[src/rtl/iicirq_map.vh]
// Purpose: Offsets, field positions and timing counts for the input
//          change interrupt block.
// Assumes: 16-bit registers at byte offsets on the local bus.
// Notes:   Definitions only.
`ifndef IICIRQ_MAP_VH
`define IICIRQ_MAP_VH

`define IICIRQ_OFS_INPUT_LEVEL   4'h4
`define IICIRQ_OFS_EDGE          4'h6
`define IICIRQ_OFS_IRQ           4'h8

`define IICIRQ_BIT_CLR_CHANGE    0
`define IICIRQ_BIT_CLR_INPUT0    1
`define IICIRQ_BIT_CLR_INPUT1    2
`define IICIRQ_BIT_EN_CHANGE     8
`define IICIRQ_BIT_EN_INPUT0     9
`define IICIRQ_BIT_EN_INPUT1     10

`define IICIRQ_RST_WORD          16'h0000
`define IICIRQ_RST_EN            3'h0

// Sampling clock rate in kHz and system clock in kHz
`define IICIRQ_SAMPLE_KHZ        8250
`define IICIRQ_CLOCK_KHZ         200000
// Divider: largest whole count not slower than the sampling rate
`define IICIRQ_SAMPLE_DIV  (`IICIRQ_CLOCK_KHZ / `IICIRQ_SAMPLE_KHZ)
`define IICIRQ_DIV_W             5
// Last divider count, sampling divide minus one, sized to the counter
`define IICIRQ_SAMPLE_LAST       5'h17

`endif

[src/rtl/iicirq_sampler.v]
// Purpose: Sampling-clock enable and two-stage synchroniser with a
//          sample register for the isolated inputs.
// Assumes: Inputs are asynchronous to i_clock.
// Notes:   Sample register updates only on the sampling enable.
`timescale 1ns/10ps
`include "iicirq_map.vh"

module iicirq_sampler (
  // Clock and reset
  input  wire        i_clock,
  input  wire        i_srst,
  // Pins
  input  wire [15:0] i_pins,
  // Sampled levels
  output reg  [15:0] o_sample,
  output reg         o_strobe
);

  reg [15:0]                 sync1_ff;
  reg [15:0]                 sync2_ff;
  reg [`IICIRQ_DIV_W-1:0]    div_ff;
  wire                       div_wrap;

  assign div_wrap = (div_ff == `IICIRQ_SAMPLE_LAST);

  always @(posedge i_clock) begin
    sync1_ff <= i_pins;
    sync2_ff <= sync1_ff;
  end

  // Sampling enable at about 8.33 MHz
  always @(posedge i_clock) begin
    if (i_srst) begin
      div_ff   <= {`IICIRQ_DIV_W{1'b0}};
      o_strobe <= 1'b0;
      o_sample <= `IICIRQ_RST_WORD;
    end else begin
      o_strobe <= div_wrap;
      if (div_wrap) begin
        div_ff   <= {`IICIRQ_DIV_W{1'b0}};
        o_sample <= sync2_ff;
      end else begin
        div_ff <= div_ff + 1'b1;
      end
    end
  end

endmodule

[src/rtl/iicirq_top.v]
// Purpose: Isolated input level, change-of-state detection with
//          snapshot, and two-mode interrupt unit.
// Assumes: 16-bit local bus accesses, one-cycle read/write strobes.
// Notes:   One clock; the input sampling rate is an enable pulse.
// Functional notes
// - Input level register returns sampled inputs
// - Write-only per-channel change detect enables
// - Any edge on enabled channel requests
// - Change request captures all inputs snapshot
// - Snapshot clears when change request cleared
// - Mode two: channels 0,1 rising only
// - Write one clears request; zero ignored
// - Request held until software clears it
// - Control bits 8..10 are source enables
// - Enable pattern selects interrupt setup
// - Status bits 0..2 show pending requests
// - Status bits 8..10 show enables
// - All registers sixteen bits, 16-bit access
// - Inputs sampled every 24 clocks, about 8.33 MHz
`timescale 1ns/10ps
`include "iicirq_map.vh"

module iicirq_top (
  // Clock and reset
  input  wire        i_clock,
  input  wire        i_srst,
  // Isolated input pins
  input  wire [15:0] i_isolated_input_level,
  // Local bus
  input  wire [3:0]  i_addr,
  input  wire        i_wr,
  input  wire        i_rd,
  input  wire [15:0] i_wdata,
  output reg  [15:0] o_rdata,
  output reg         o_rvalid,
  // Interrupt line
  output reg         o_irq
);

  wire [15:0] sample;
  wire        strobe;
  reg  [15:0] prev_ff;
  reg  [15:0] edge_detect_enable_ff;
  reg  [15:0] edge_snapshot_ff;
  reg         input0_source_enable_ff;
  reg         input1_source_enable_ff;
  reg         change_source_enable_ff;
  reg         change_pending_ff;
  reg         input0_request_pending_ff;
  reg         input1_request_pending_ff;
  reg         nxt_change;
  reg         nxt_in0;
  reg         nxt_in1;
  reg  [15:0] nxt_rdata;
  reg  [15:0] status_word;
  reg  [2:0]  mode_sel;
  reg         nxt_irq;
  reg         wr_edge;
  reg         wr_irq;
  wire        clear_change_request;
  wire        clear_input0_request;
  wire        clear_input1_request;
  wire        mode_change;
  wire        mode_input;
  wire [15:0] chan_changed;
  wire [15:0] chan_rose;
  wire        change_event;
  wire        rise0;
  wire        rise1;
  genvar      ch;

  // One-hot interrupt setups decoded from the three source enables
  localparam [2:0] MODE_OFF    = 3'h1;
  localparam [2:0] MODE_CHANGE = 3'h2;
  localparam [2:0] MODE_INPUT  = 3'h4;

  iicirq_sampler u_sampler (
    .i_clock  (i_clock),
    .i_srst   (i_srst),
    .i_pins   (i_isolated_input_level),
    .o_sample (sample),
    .o_strobe (strobe)
  );

  // Full 16-bit words only; no byte lanes
  always @* begin
    wr_edge = 1'b0;
    wr_irq  = 1'b0;
    if (i_wr) begin
      case (i_addr)
        `IICIRQ_OFS_EDGE: begin
          wr_edge = 1'b1;
        end
        `IICIRQ_OFS_IRQ: begin
          wr_irq = 1'b1;
        end
        default: begin
          // Level register and unmapped offsets ignore writes
          wr_edge = 1'b0;
        end
      endcase
    end
  end

  assign clear_change_request =
    wr_irq && i_wdata[`IICIRQ_BIT_CLR_CHANGE];
  assign clear_input0_request =
    wr_irq && i_wdata[`IICIRQ_BIT_CLR_INPUT0];
  assign clear_input1_request =
    wr_irq && i_wdata[`IICIRQ_BIT_CLR_INPUT1];

  // Mixed setups fall back to disabled, guarding against misuse
  always @* begin
    mode_sel = MODE_OFF;
    case ({input1_source_enable_ff, input0_source_enable_ff,
           change_source_enable_ff})
      3'h1: begin
        mode_sel = MODE_CHANGE;
      end
      3'h2, 3'h4, 3'h6: begin
        mode_sel = MODE_INPUT;
      end
      default: begin
        mode_sel = MODE_OFF;
      end
    endcase
  end

  assign mode_change = mode_sel[1];
  assign mode_input  = mode_sel[2];

  // Edges are judged between consecutive samples only; a pulse that
  // starts and ends between two strobes is never seen
  generate
    for (ch = 0; ch < 16; ch = ch + 1) begin : g_chan
      assign chan_changed[ch] = edge_detect_enable_ff[ch] &&
        (sample[ch] != prev_ff[ch]);
      assign chan_rose[ch] = sample[ch] && !prev_ff[ch];
    end
  endgenerate

  assign change_event = strobe && mode_change &&
    (|chan_changed);
  assign rise0 = strobe && mode_input && input0_source_enable_ff &&
    chan_rose[0];
  assign rise1 = strobe && mode_input && input1_source_enable_ff &&
    chan_rose[1];

  // Set wins over a clear in the same cycle; held until cleared
  always @* begin
    nxt_change = change_pending_ff;
    nxt_in0    = input0_request_pending_ff;
    nxt_in1    = input1_request_pending_ff;
    if (clear_change_request) begin
      nxt_change = 1'b0;
    end
    if (clear_input0_request) begin
      nxt_in0 = 1'b0;
    end
    if (clear_input1_request) begin
      nxt_in1 = 1'b0;
    end
    if (change_event) begin
      nxt_change = 1'b1;
    end
    if (rise0) begin
      nxt_in0 = 1'b1;
    end
    if (rise1) begin
      nxt_in1 = 1'b1;
    end
  end

  // Pending bits of a source disabled later no longer drive the line
  always @* begin
    nxt_irq = 1'b0;
    if (mode_change) begin
      nxt_irq = nxt_change;
    end else if (mode_input) begin
      nxt_irq = (input0_source_enable_ff && nxt_in0) ||
        (input1_source_enable_ff && nxt_in1);
    end
  end

  // Request flags low, source enables high, reserved bits read zero
  always @* begin
    status_word = `IICIRQ_RST_WORD;
    status_word[`IICIRQ_BIT_CLR_CHANGE] = change_pending_ff;
    status_word[`IICIRQ_BIT_CLR_INPUT0] =
      input0_request_pending_ff;
    status_word[`IICIRQ_BIT_CLR_INPUT1] =
      input1_request_pending_ff;
    status_word[`IICIRQ_BIT_EN_CHANGE] =
      change_source_enable_ff;
    status_word[`IICIRQ_BIT_EN_INPUT0] =
      input0_source_enable_ff;
    status_word[`IICIRQ_BIT_EN_INPUT1] =
      input1_source_enable_ff;
  end

  always @(posedge i_clock) begin
    if (i_srst) begin
      prev_ff                   <= `IICIRQ_RST_WORD;
      edge_detect_enable_ff     <= `IICIRQ_RST_WORD;
      edge_snapshot_ff          <= `IICIRQ_RST_WORD;
      change_source_enable_ff   <= 1'b0;
      input0_source_enable_ff   <= 1'b0;
      input1_source_enable_ff   <= 1'b0;
      change_pending_ff         <= 1'b0;
      input0_request_pending_ff <= 1'b0;
      input1_request_pending_ff <= 1'b0;
    end else begin
      if (strobe) begin
        prev_ff <= sample;
      end
      if (wr_edge) begin
        edge_detect_enable_ff <= i_wdata;
      end
      if (wr_irq) begin
        change_source_enable_ff <=
          i_wdata[`IICIRQ_BIT_EN_CHANGE];
        input0_source_enable_ff <=
          i_wdata[`IICIRQ_BIT_EN_INPUT0];
        input1_source_enable_ff <=
          i_wdata[`IICIRQ_BIT_EN_INPUT1];
      end
      // A fresh capture beats the clear, matching the request flag
      if (change_event) begin
        edge_snapshot_ff <= sample;
      end else if (clear_change_request) begin
        edge_snapshot_ff <= `IICIRQ_RST_WORD;
      end
      change_pending_ff         <= nxt_change;
      input0_request_pending_ff <= nxt_in0;
      input1_request_pending_ff <= nxt_in1;
    end
  end

  always @* begin
    nxt_rdata = `IICIRQ_RST_WORD;
    case (i_addr)
      `IICIRQ_OFS_INPUT_LEVEL: begin
        nxt_rdata = sample;
      end
      `IICIRQ_OFS_EDGE: begin
        nxt_rdata = edge_snapshot_ff;
      end
      `IICIRQ_OFS_IRQ: begin
        nxt_rdata = status_word;
      end
      default: begin
        nxt_rdata = `IICIRQ_RST_WORD;
      end
    endcase
  end

  always @(posedge i_clock) begin
    if (i_srst) begin
      o_rdata  <= `IICIRQ_RST_WORD;
      o_rvalid <= 1'b0;
      o_irq    <= 1'b0;
    end else begin
      o_rvalid <= i_rd;
      if (i_rd) begin
        o_rdata <= nxt_rdata;
      end
      // Uses next flags so a set or clear shows on the line at once
      o_irq <= nxt_irq;
    end
  end

endmodule

[config.mk]
export PLATFORM = sky130hd
export DESIGN_NAME = iicirq_top
export DESIGN_NICKNAME = d
export VERILOG_FILES = /design/src/rtl/iicirq_sampler.v /design/src/rtl/iicirq_top.v
export VERILOG_INCLUDE_DIRS = /design/src /design/src/rtl
export SDC_FILE = /design/constraint.sdc
export NUM_CORES = 1
export LEC_CHECK = 0
export ABC_AREA = 0
export BUFFER_PORTS_ARGS = -buffer_cell sky130_fd_sc_hd__buf_2
export CAP_MARGIN = 20
export CORE_ASPECT_RATIO = 0.8
export CORE_MARGIN = 1
export CORE_UTILIZATION = 50
export DETAILED_ROUTE_END_ITERATION = 10
export MAX_ROUTING_LAYER = met4
export PLACE_DENSITY = 0.74
export SETUP_SLACK_MARGIN = 0.3
export SYNTH_ARGS = -nofsm -noshare
export SYNTH_HDL_FRONTEND = slang
export SYNTH_SLANG_ARGS = --single-unit
[constraint.sdc]
create_clock -name i_clock -period 1.8 [get_ports i_clock]
set_input_delay 0.18 -clock i_clock [delete_from_list [all_inputs] [get_ports i_clock]]
set_output_delay 0.18 -clock i_clock [all_outputs]
set_load 0.01 [all_outputs]
==> results of run 1 <==
==> area by class of cell <==
class / instances / share of cell area, %
clock buffer: 18 / 7.345
clock inverter: 14 / 2.595
inverter: 7 / 0.4394
multi-input combinational: 309 / 31.20
sequential: 126 / 42.27
tap: 112 / 2.344
timing repair buffer: 116 / 13.81
==> per-layer routing <==
layer / vias to the layer above / wire length (um) / global-route usage [%] / part of all wire, %
li1: 1829 / - / - / -
met1: 1686 / 4556 / 28.56 / 45
met2: 80 / 4929 / 37.58 / 49
met3: 10 / 427 / 6.058 / 4.3
met4: 0 / 122 / 11.67 / 1.2
met5: - / 0 / - / 0
==> worst max-delay path by stage <==
stage	start	end
after global placement	prev_ff[0]	edge_snapshot_ff[1]
after CTS	prev_ff[0]	edge_snapshot_ff[14]
after global routing	prev_ff[0]	edge_snapshot_ff[14]
after detailed placement	prev_ff[0]	edge_snapshot_ff[11]
final	prev_ff[0]	edge_snapshot_ff[14]
after floorplan	prev_ff[0]	edge_snapshot_ff[10]
==> stage by stage <==
stage               instances  hold slack, ps  setup TNS, ps
floorplan                 470           207.7              0
global placement          642           282.2              0
detailed placement        642           283.6         -467.5
CTS                       700           5.761         -420.8
global route              702           33.35          -1800
finish                    702           19.64         -207.1
==> what timing repair did <==
item	in CTS	in global routing
hold buffers	26	0
hold endpoints to repair	26	0
gates cloned	0	1
pin swaps	0	1
buffers inserted	0	1
endpoints found under the setup margin	18	29
gates resized for setup	3	8
==> power breakdown <==
part	switching [mW]	internal [mW]
combinational	0.120	0.121
sequential	0.0242	2.85
clock	1.30	2.10
total	1.44	5.07
==> flip-flops by register name (all words and copies together), names as in the netlist, 5 cells and up <==
register / count
edge_detect_enable_ff: 16
edge_snapshot_ff: 16
o_rdata: 16
prev_ff: 16
u_sampler.o_sample: 16
u_sampler.sync1_ff: 16
u_sampler.sync2_ff: 16
u_sampler.div_ff: 5
==> synthesized netlist by cell type, types with 2 or more instances <==
cell type  count  area share (%)
dfxtp_1      126              56
nand2_1       93             7.7
a21oi_1       45             5.0
nor2_1        44             3.6
mux2i_1       32             7.1
clkbuf_1      18             1.5
nand2b_1      15             2.1
xor2_1        15             2.9
nor3_1        12             1.3
a221oi_1      10             1.9
a222oi_1       8             1.8
buf_2          6            0.66
inv_1          6            0.50
a22oi_1        5            0.83
ha_1           3            0.83
and2_1         2            0.28
buf_1          2            0.17
nand3_1        2            0.22
nand4_1        2            0.28
nor3b_1        2            0.33
==> worst max-delay path, delay by kind of cell (launching register included) <==
kind,cells,cell delay [ps]
buffers and inverters,3,280
multiplexers,1,220
flip-flops,1,330
AO/OA/AOI/OAI,2,550
AND/OR/NAND/NOR,1,140
adder cells (fa/ha/maj),1,250
==> cell families after synthesis <==
family / share of synthesized area, %
and+or+nand+nor: 17.99
muxes: 7.076
xor gates and xnor gates: 3.096
AOI/OAI and AO/OA: 11.69
buffers and inverters: 3.593
DFF: 55.72
adders and majority gates: 0.8293
==> flow_summary.json, run 1 <==
{
  "status": "finished with violations",
  "violations": "setup timing",
  "grt_pass1_wl_um": 16190,
  "worstHoldStart": "i_wdata[9]",
  "rr_endpoint": "edge_snapshot_ff[14]",
  "portBuffers": 57,
  "drive_gt1_share_pct": 23.56,
  "slew-limit-headroom_pct": 67.85,
  "detailed_place.area_um2": 5082,
  "startpoint_type": "register",
  "ir_worst_vdd_mv": 0.8112,
  "clock-sinks": 126,
  "final_util_pct": 69.26,
  "area_growth_pct": 32.09,
  "synth_warnings": 0,
  "synth_top_flop_cell": "dfxtp_1",
  "die_w_um": 108.4,
  "synth_nets": 513,
  "nNetsFinal": 620,
  "via_count": 3605,
  "synthArstFlopShare_pct": 0,
  "post-route-period-util_pct": 103.1,
  "die_h_um": 87.11,
  "tightestPinTransition_ps": 479.3,
  "crit_chain": "inv_2, ha_4, inv_2, a222oi_1, nand4_1, o2111ai_2, buf_12, mux2i_1",
  "core_um2": 8633,
  "power_mw": 6.510,
  "antenna_cells": 0,
  "root_buffer": "clkbuf_16",
  "critPathKind": "reg2reg",
  "clkLatencyLatePin_ps": 420,
  "fin_ws_ps": -55.81,
  "yosysUniqueCellTypes": 42,
  "fillers": 673,
  "ys_seq_area_share_pct": 55.72,
  "dr.pass1.iters": 5,
  "rows": 30,
  "cp_max_fo": 18,
  "whs_endpoint": "edge_detect_enable_ff[9]",
  "max_stage_delay_ps": 330,
  "drv_slew": 0,
  "vias_per_cell": 5.135,
  "post-route-min-period_ps": 1856,
  "multi_input_area_um2": 1866,
  "ff2ff_path_depth": 8,
  "ios": 58,
  "min-delay-path-class": "in2reg",
  "grt_antenna_before_repair": 0,
  "rsz0062_at_grt": "true",
  "crit_top_cell": "inv_2",
  "fmax_mhz": 538.8,
  "wl_um": 10040,
  "synth_edf_count": 0,
  "overflow": 0,
  "cts_tree": "built",
  "hold_viol": 0,
  "reg2reg_slack_ps": -60,
  "die_area_um2": 9440,
  "grt.total_usage_pct": 23.84,
  "final_antenna_net_count": 0,
  "cp_data_required_time_ps": 2130,
  "grt_pass1_vias": 3428,
  "dp_slack_ps": -52.61,
  "leakage_nw": 2.483,
  "clk_pin_slew_ps": 60,
  "syn_avg_cell_area_um2": 9.632,
  "netlist_area_um2": 4527,
  "seq_area_um2": 2527,
  "grt_max_degree": 82,
  "gp_congestion": 0.7743,
  "timing.rr.start": "prev_ff[0]",
  "skew_ps": 13.67,
  "wl_per_cell_um": 14.30,
  "ys_ff_latch": 126,
  "place_hpwl_um": 6476,
  "numCtsBuffers": 17,
  "whs_path_depth": 3,
  "setup_viol": 13,
  "crit_arrival_ps": 2180,
  "layout_commonest_cell": "dfxtp_1",
  "initial_core_util_pct": 52.43,
  "drt_iter0_drc": 226,
  "critPathSlowestCell": "dfxtp_2",
  "drcViolationCount": 0,
  "final_cell_mix": "dfxtp_1, nand2_1, buf_2, a21oi_1, nor2_1",
  "clockBufferDepth": 2,
  "cts_max_level": 4,
  "drv_cap": 0,
  "syn_inst": 470,
  "final_area_um2": 5979,
  "end_kind": "register",
  "cellPowerDensity_nw_per_um2": 1089
}
Note: power is estimated with default switching activity, not from simulation.
==> inputs of run 2 (changes only) <==
--- a/config.mk
+++ b/config.mk
@@ -6,7 +6,7 @@
 export SDC_FILE = /design/constraint.sdc
 export NUM_CORES = 1
 export LEC_CHECK = 0
-export ABC_AREA = 0
+export ABC_AREA = 1
 export BUFFER_PORTS_ARGS = -buffer_cell sky130_fd_sc_hd__buf_2
 export CAP_MARGIN = 20
 export CORE_ASPECT_RATIO = 0.8
==> flow_summary.json, run 2 <==
{
  "status": "finished with violations",
  "violations": "setup timing",
  "yosysMostFrequentCell": "nand2_1",
  "layout_commonest_cell": "nand2_1",
  "grt.total_usage_pct": 28.62,
  "dp_cells": 722,
  "overflow": 0,
  "yosysUniqueCellTypes": 30,
  "sw_frac_of_total_pct": 22.32,
  "p_clk_share_pct": 50.8,
  "portBuffers": 57,
  "cp_data_required_time_ps": 2140,
  "root_buffer": "clkbuf_16",
  "place_hpwl_um": 7741,
  "grt_pass1_vias": 4119,
  "grt_util_met2_pct": 44.43,
  "ff2ff_path_depth": 14,
  "synth.area.top_cells": "dfxtp_1, nand2_1, a21oi_1, nand3_1, o21ai_0",
  "crit_chain": "inv_2, ha_4, inv_2, nand2_2, nand2_2, inv_2, nand2_2, inv_2, nand2_2, nor2_4, nand2_8, nand2_8, nand3_2, a21oi_2",
  "crit_family": "simple AND/OR/NAND/NOR gates",
  "drive_gt1_share_pct": 28.87,
  "end_kind": "register",
  "setup_viol": 5,
  "dr.pass1.iters": 6,
  "cts_tree": "built",
  "grt_max_degree": 54,
  "synth_top_flop_cell": "dfxtp_1",
  "synth_largest_area_cell": "dfxtp_1",
  "skew_ps": 9.111,
  "via_count": 4306,
  "syn_inst": 562,
  "initial_core_util_pct": 51.59,
  "cellPowerDensity_nw_per_um2": 1002,
  "cp_num_cells": 14,
  "stdcell_count": 780,
  "whs_endpoint": "edge_detect_enable_ff[15]",
  "post-route-min-period_ps": 1827,
  "synth_top_cell_area_share_pct": 54.11,
  "detailed_place.area_um2": 5082,
  "fin_ws_ps": -27.10,
  "rows": 31,
  "grt_pass1_wl_um": 19750,
  "ir_worst_vdd_mv": 0.8075,
  "final_util_pct": 68.49,
  "wl_per_cell_um": 16.60,
  "die_h_um": 88.37,
  "final_antenna_net_count": 0,
  "gp_congestion": 0.8532,
  "internal_power_mw": 4.818,
  "synthTopCellsByCount": "nand2_1, dfxtp_1, a21oi_1",
  "netlist_area_um2": 4662,
  "grt_antenna_before_repair": 0,
  "grt_busiest_layer": "met2",
  "drv_cap": 0,
  "tightestPinTransition_ps": 677.3,
  "core_um2": 9037,
  "combinationalPowerShare_pct": 3.0,
  "drv_slew": 0,
  "timing.rr.start": "prev_ff[1]",
  "ios": 58,
  "synth_edf_count": 0,
  "crit_arrival_ps": 2170,
  "setup_tns_ps": -51.84,
  "rsz0062_at_grt": "true",
  "min-delay-path-class": "in2reg",
  "clockBufferDepth": 2,
  "clk_pin_slew_ps": 60,
  "critPathSlowestCell": "dfxtp_2",
  "final_area_um2": 6190,
  "gr-usage-met3_pct": 8.763,
  "slew-limit-headroom_pct": 54.84,
  "worstHoldStart": "i_wdata[15]",
  "rr_endpoint": "edge_snapshot_ff[2]",
  "drcViolationCount": 0,
  "path_buf_inv": 4,
  "startpoint_type": "register",
  "nNetsFinal": 695,
  "reg2reg_slack_ps": -30,
  "clkLatencyLatePin_ps": 420,
  "vias_per_cell": 5.521,
  "grt_use_met1_pct": 34.89,
  "post-route-period-util_pct": 101.5,
  "numCtsBuffers": 17,
  "fmax_mhz": 547.3,
  "clock-sinks": 126,
  "drt_iter0_drc": 399,
  "synthArstFlopShare_pct": 0,
  "die_w_um": 110.0,
  "pwr-share-seq_pct": 46.1,
  "antenna_cells": 0,
  "critPathKind": "reg2reg",
  "ys_seq_area_share_pct": 54.11,
  "leakage_nw": 2.335,
  "die_area_um2": 9716,
  "synth_warnings": 0,
  "synth_nets": 605,
  "max_stage_delay_ps": 350,
  "hold_viol": 0,
  "syn_avg_cell_area_um2": 8.295,
  "area_growth_pct": 32.77,
  "final_cell_mix": "nand2_1, dfxtp_1, a21oi_1, buf_2, inv_1",
  "wl_um": 12950,
  "whs_path_depth": 3,
  "ys_ff_latch": 126,
  "cts_max_level": 4,
  "p_sw_mw": 1.385,
  "cp_max_fo": 5
}
## run 2: cell count changes in the layout (fill, tap and decap cells not counted), sizes merged, moves of 32 or more
cell	previous run	this run
nand3	2	66
o21ai	0	46
nand2	93	140
mux2i	32	0
inv	12	50
## run 2: stage by stage
| stage | total power [mW] | hold slack, ps | setup slack, ps |
|---|---|---|---|
| 3_3_place_gp | 3.072 | 282.6 | 152.5 |
| 6_report | 6.202 | 37.32 | -27.10 |
| 2_1_floorplan | 2.993 | 207.7 | 266.1 |
| 3_5_place_dp | 3.078 | 283.6 | 52.20 |
| 4_1_cts | 6.227 | 32.03 | 136.5 |
| 5_1_grt | 6.381 | 44.56 | -55.32 |
## run 2: final cells by class
type                       count  area (um^2)
clock buffer                  19        432.9
clock inverter                13        117.6
fill                         670         2848
inverter                      51        191.4
multi-input combinational    361         2132
sequential                   126         2526
tap                          115        143.9
timing repair buffer          95        645.6
## run 2: cells by family after synthesis
| family | synth area share [%] |
|---|---|
| adders and majority gates | 0.8052 |
| AOI/OAI and AO/OA | 14.90 |
| and+or+nand+nor | 22.81 |
| xor gates and xnor gates | 0.1879 |
| buffers and inverters | 7.193 |
| DFF | 54.11 |
## run 2: repair_timing
| action | CTS | global route |
|---|---|---|
| endpoints found under the setup margin | 18 | 24 |
| hold endpoints to repair | 16 | 0 |
| pin swaps | 21 | 18 |
| resized for setup | 42 | 23 |
| setup buffers | 5 | 0 |
| hold buffers | 16 | 0 |
| gates cloned | 3 | 2 |
## run 2: power groups by stage
stage	combinational, mW	sequential [mW]	clock, mW
after floorplan	0.0785	2.91	0
after global placement	0.153	2.92	0
after detailed placement	0.158	2.92	0
after CTS	0.185	2.86	3.18
after global routing	0.205	2.86	3.31
final	0.189	2.86	3.15
## run 2: metal layers
metal	vias up	wire (um)
met5	-	0
met4	0	421
li1	2032	-
met1	2027	5514
met3	42	1172
met2	205	5840
## run 2: tightest hold or removal path: cells and delay by family
family | cells | cell delay, ps
simple gates | 1 | 70
buf+inv | 1 | 100
compound gates | 1 | 60
## run 2: worst max path at each step
stage                from                    to  slack (ps)
2_1_floorplan  prev_ff[1]  edge_snapshot_ff[10]         270
3_5_place_dp   prev_ff[0]   edge_snapshot_ff[2]          50
3_3_place_gp   prev_ff[1]                 o_irq         150
6_report       prev_ff[1]   edge_snapshot_ff[2]         -30
4_1_cts        prev_ff[1]  edge_snapshot_ff[13]         140
5_1_grt        prev_ff[1]   edge_snapshot_ff[2]         -60
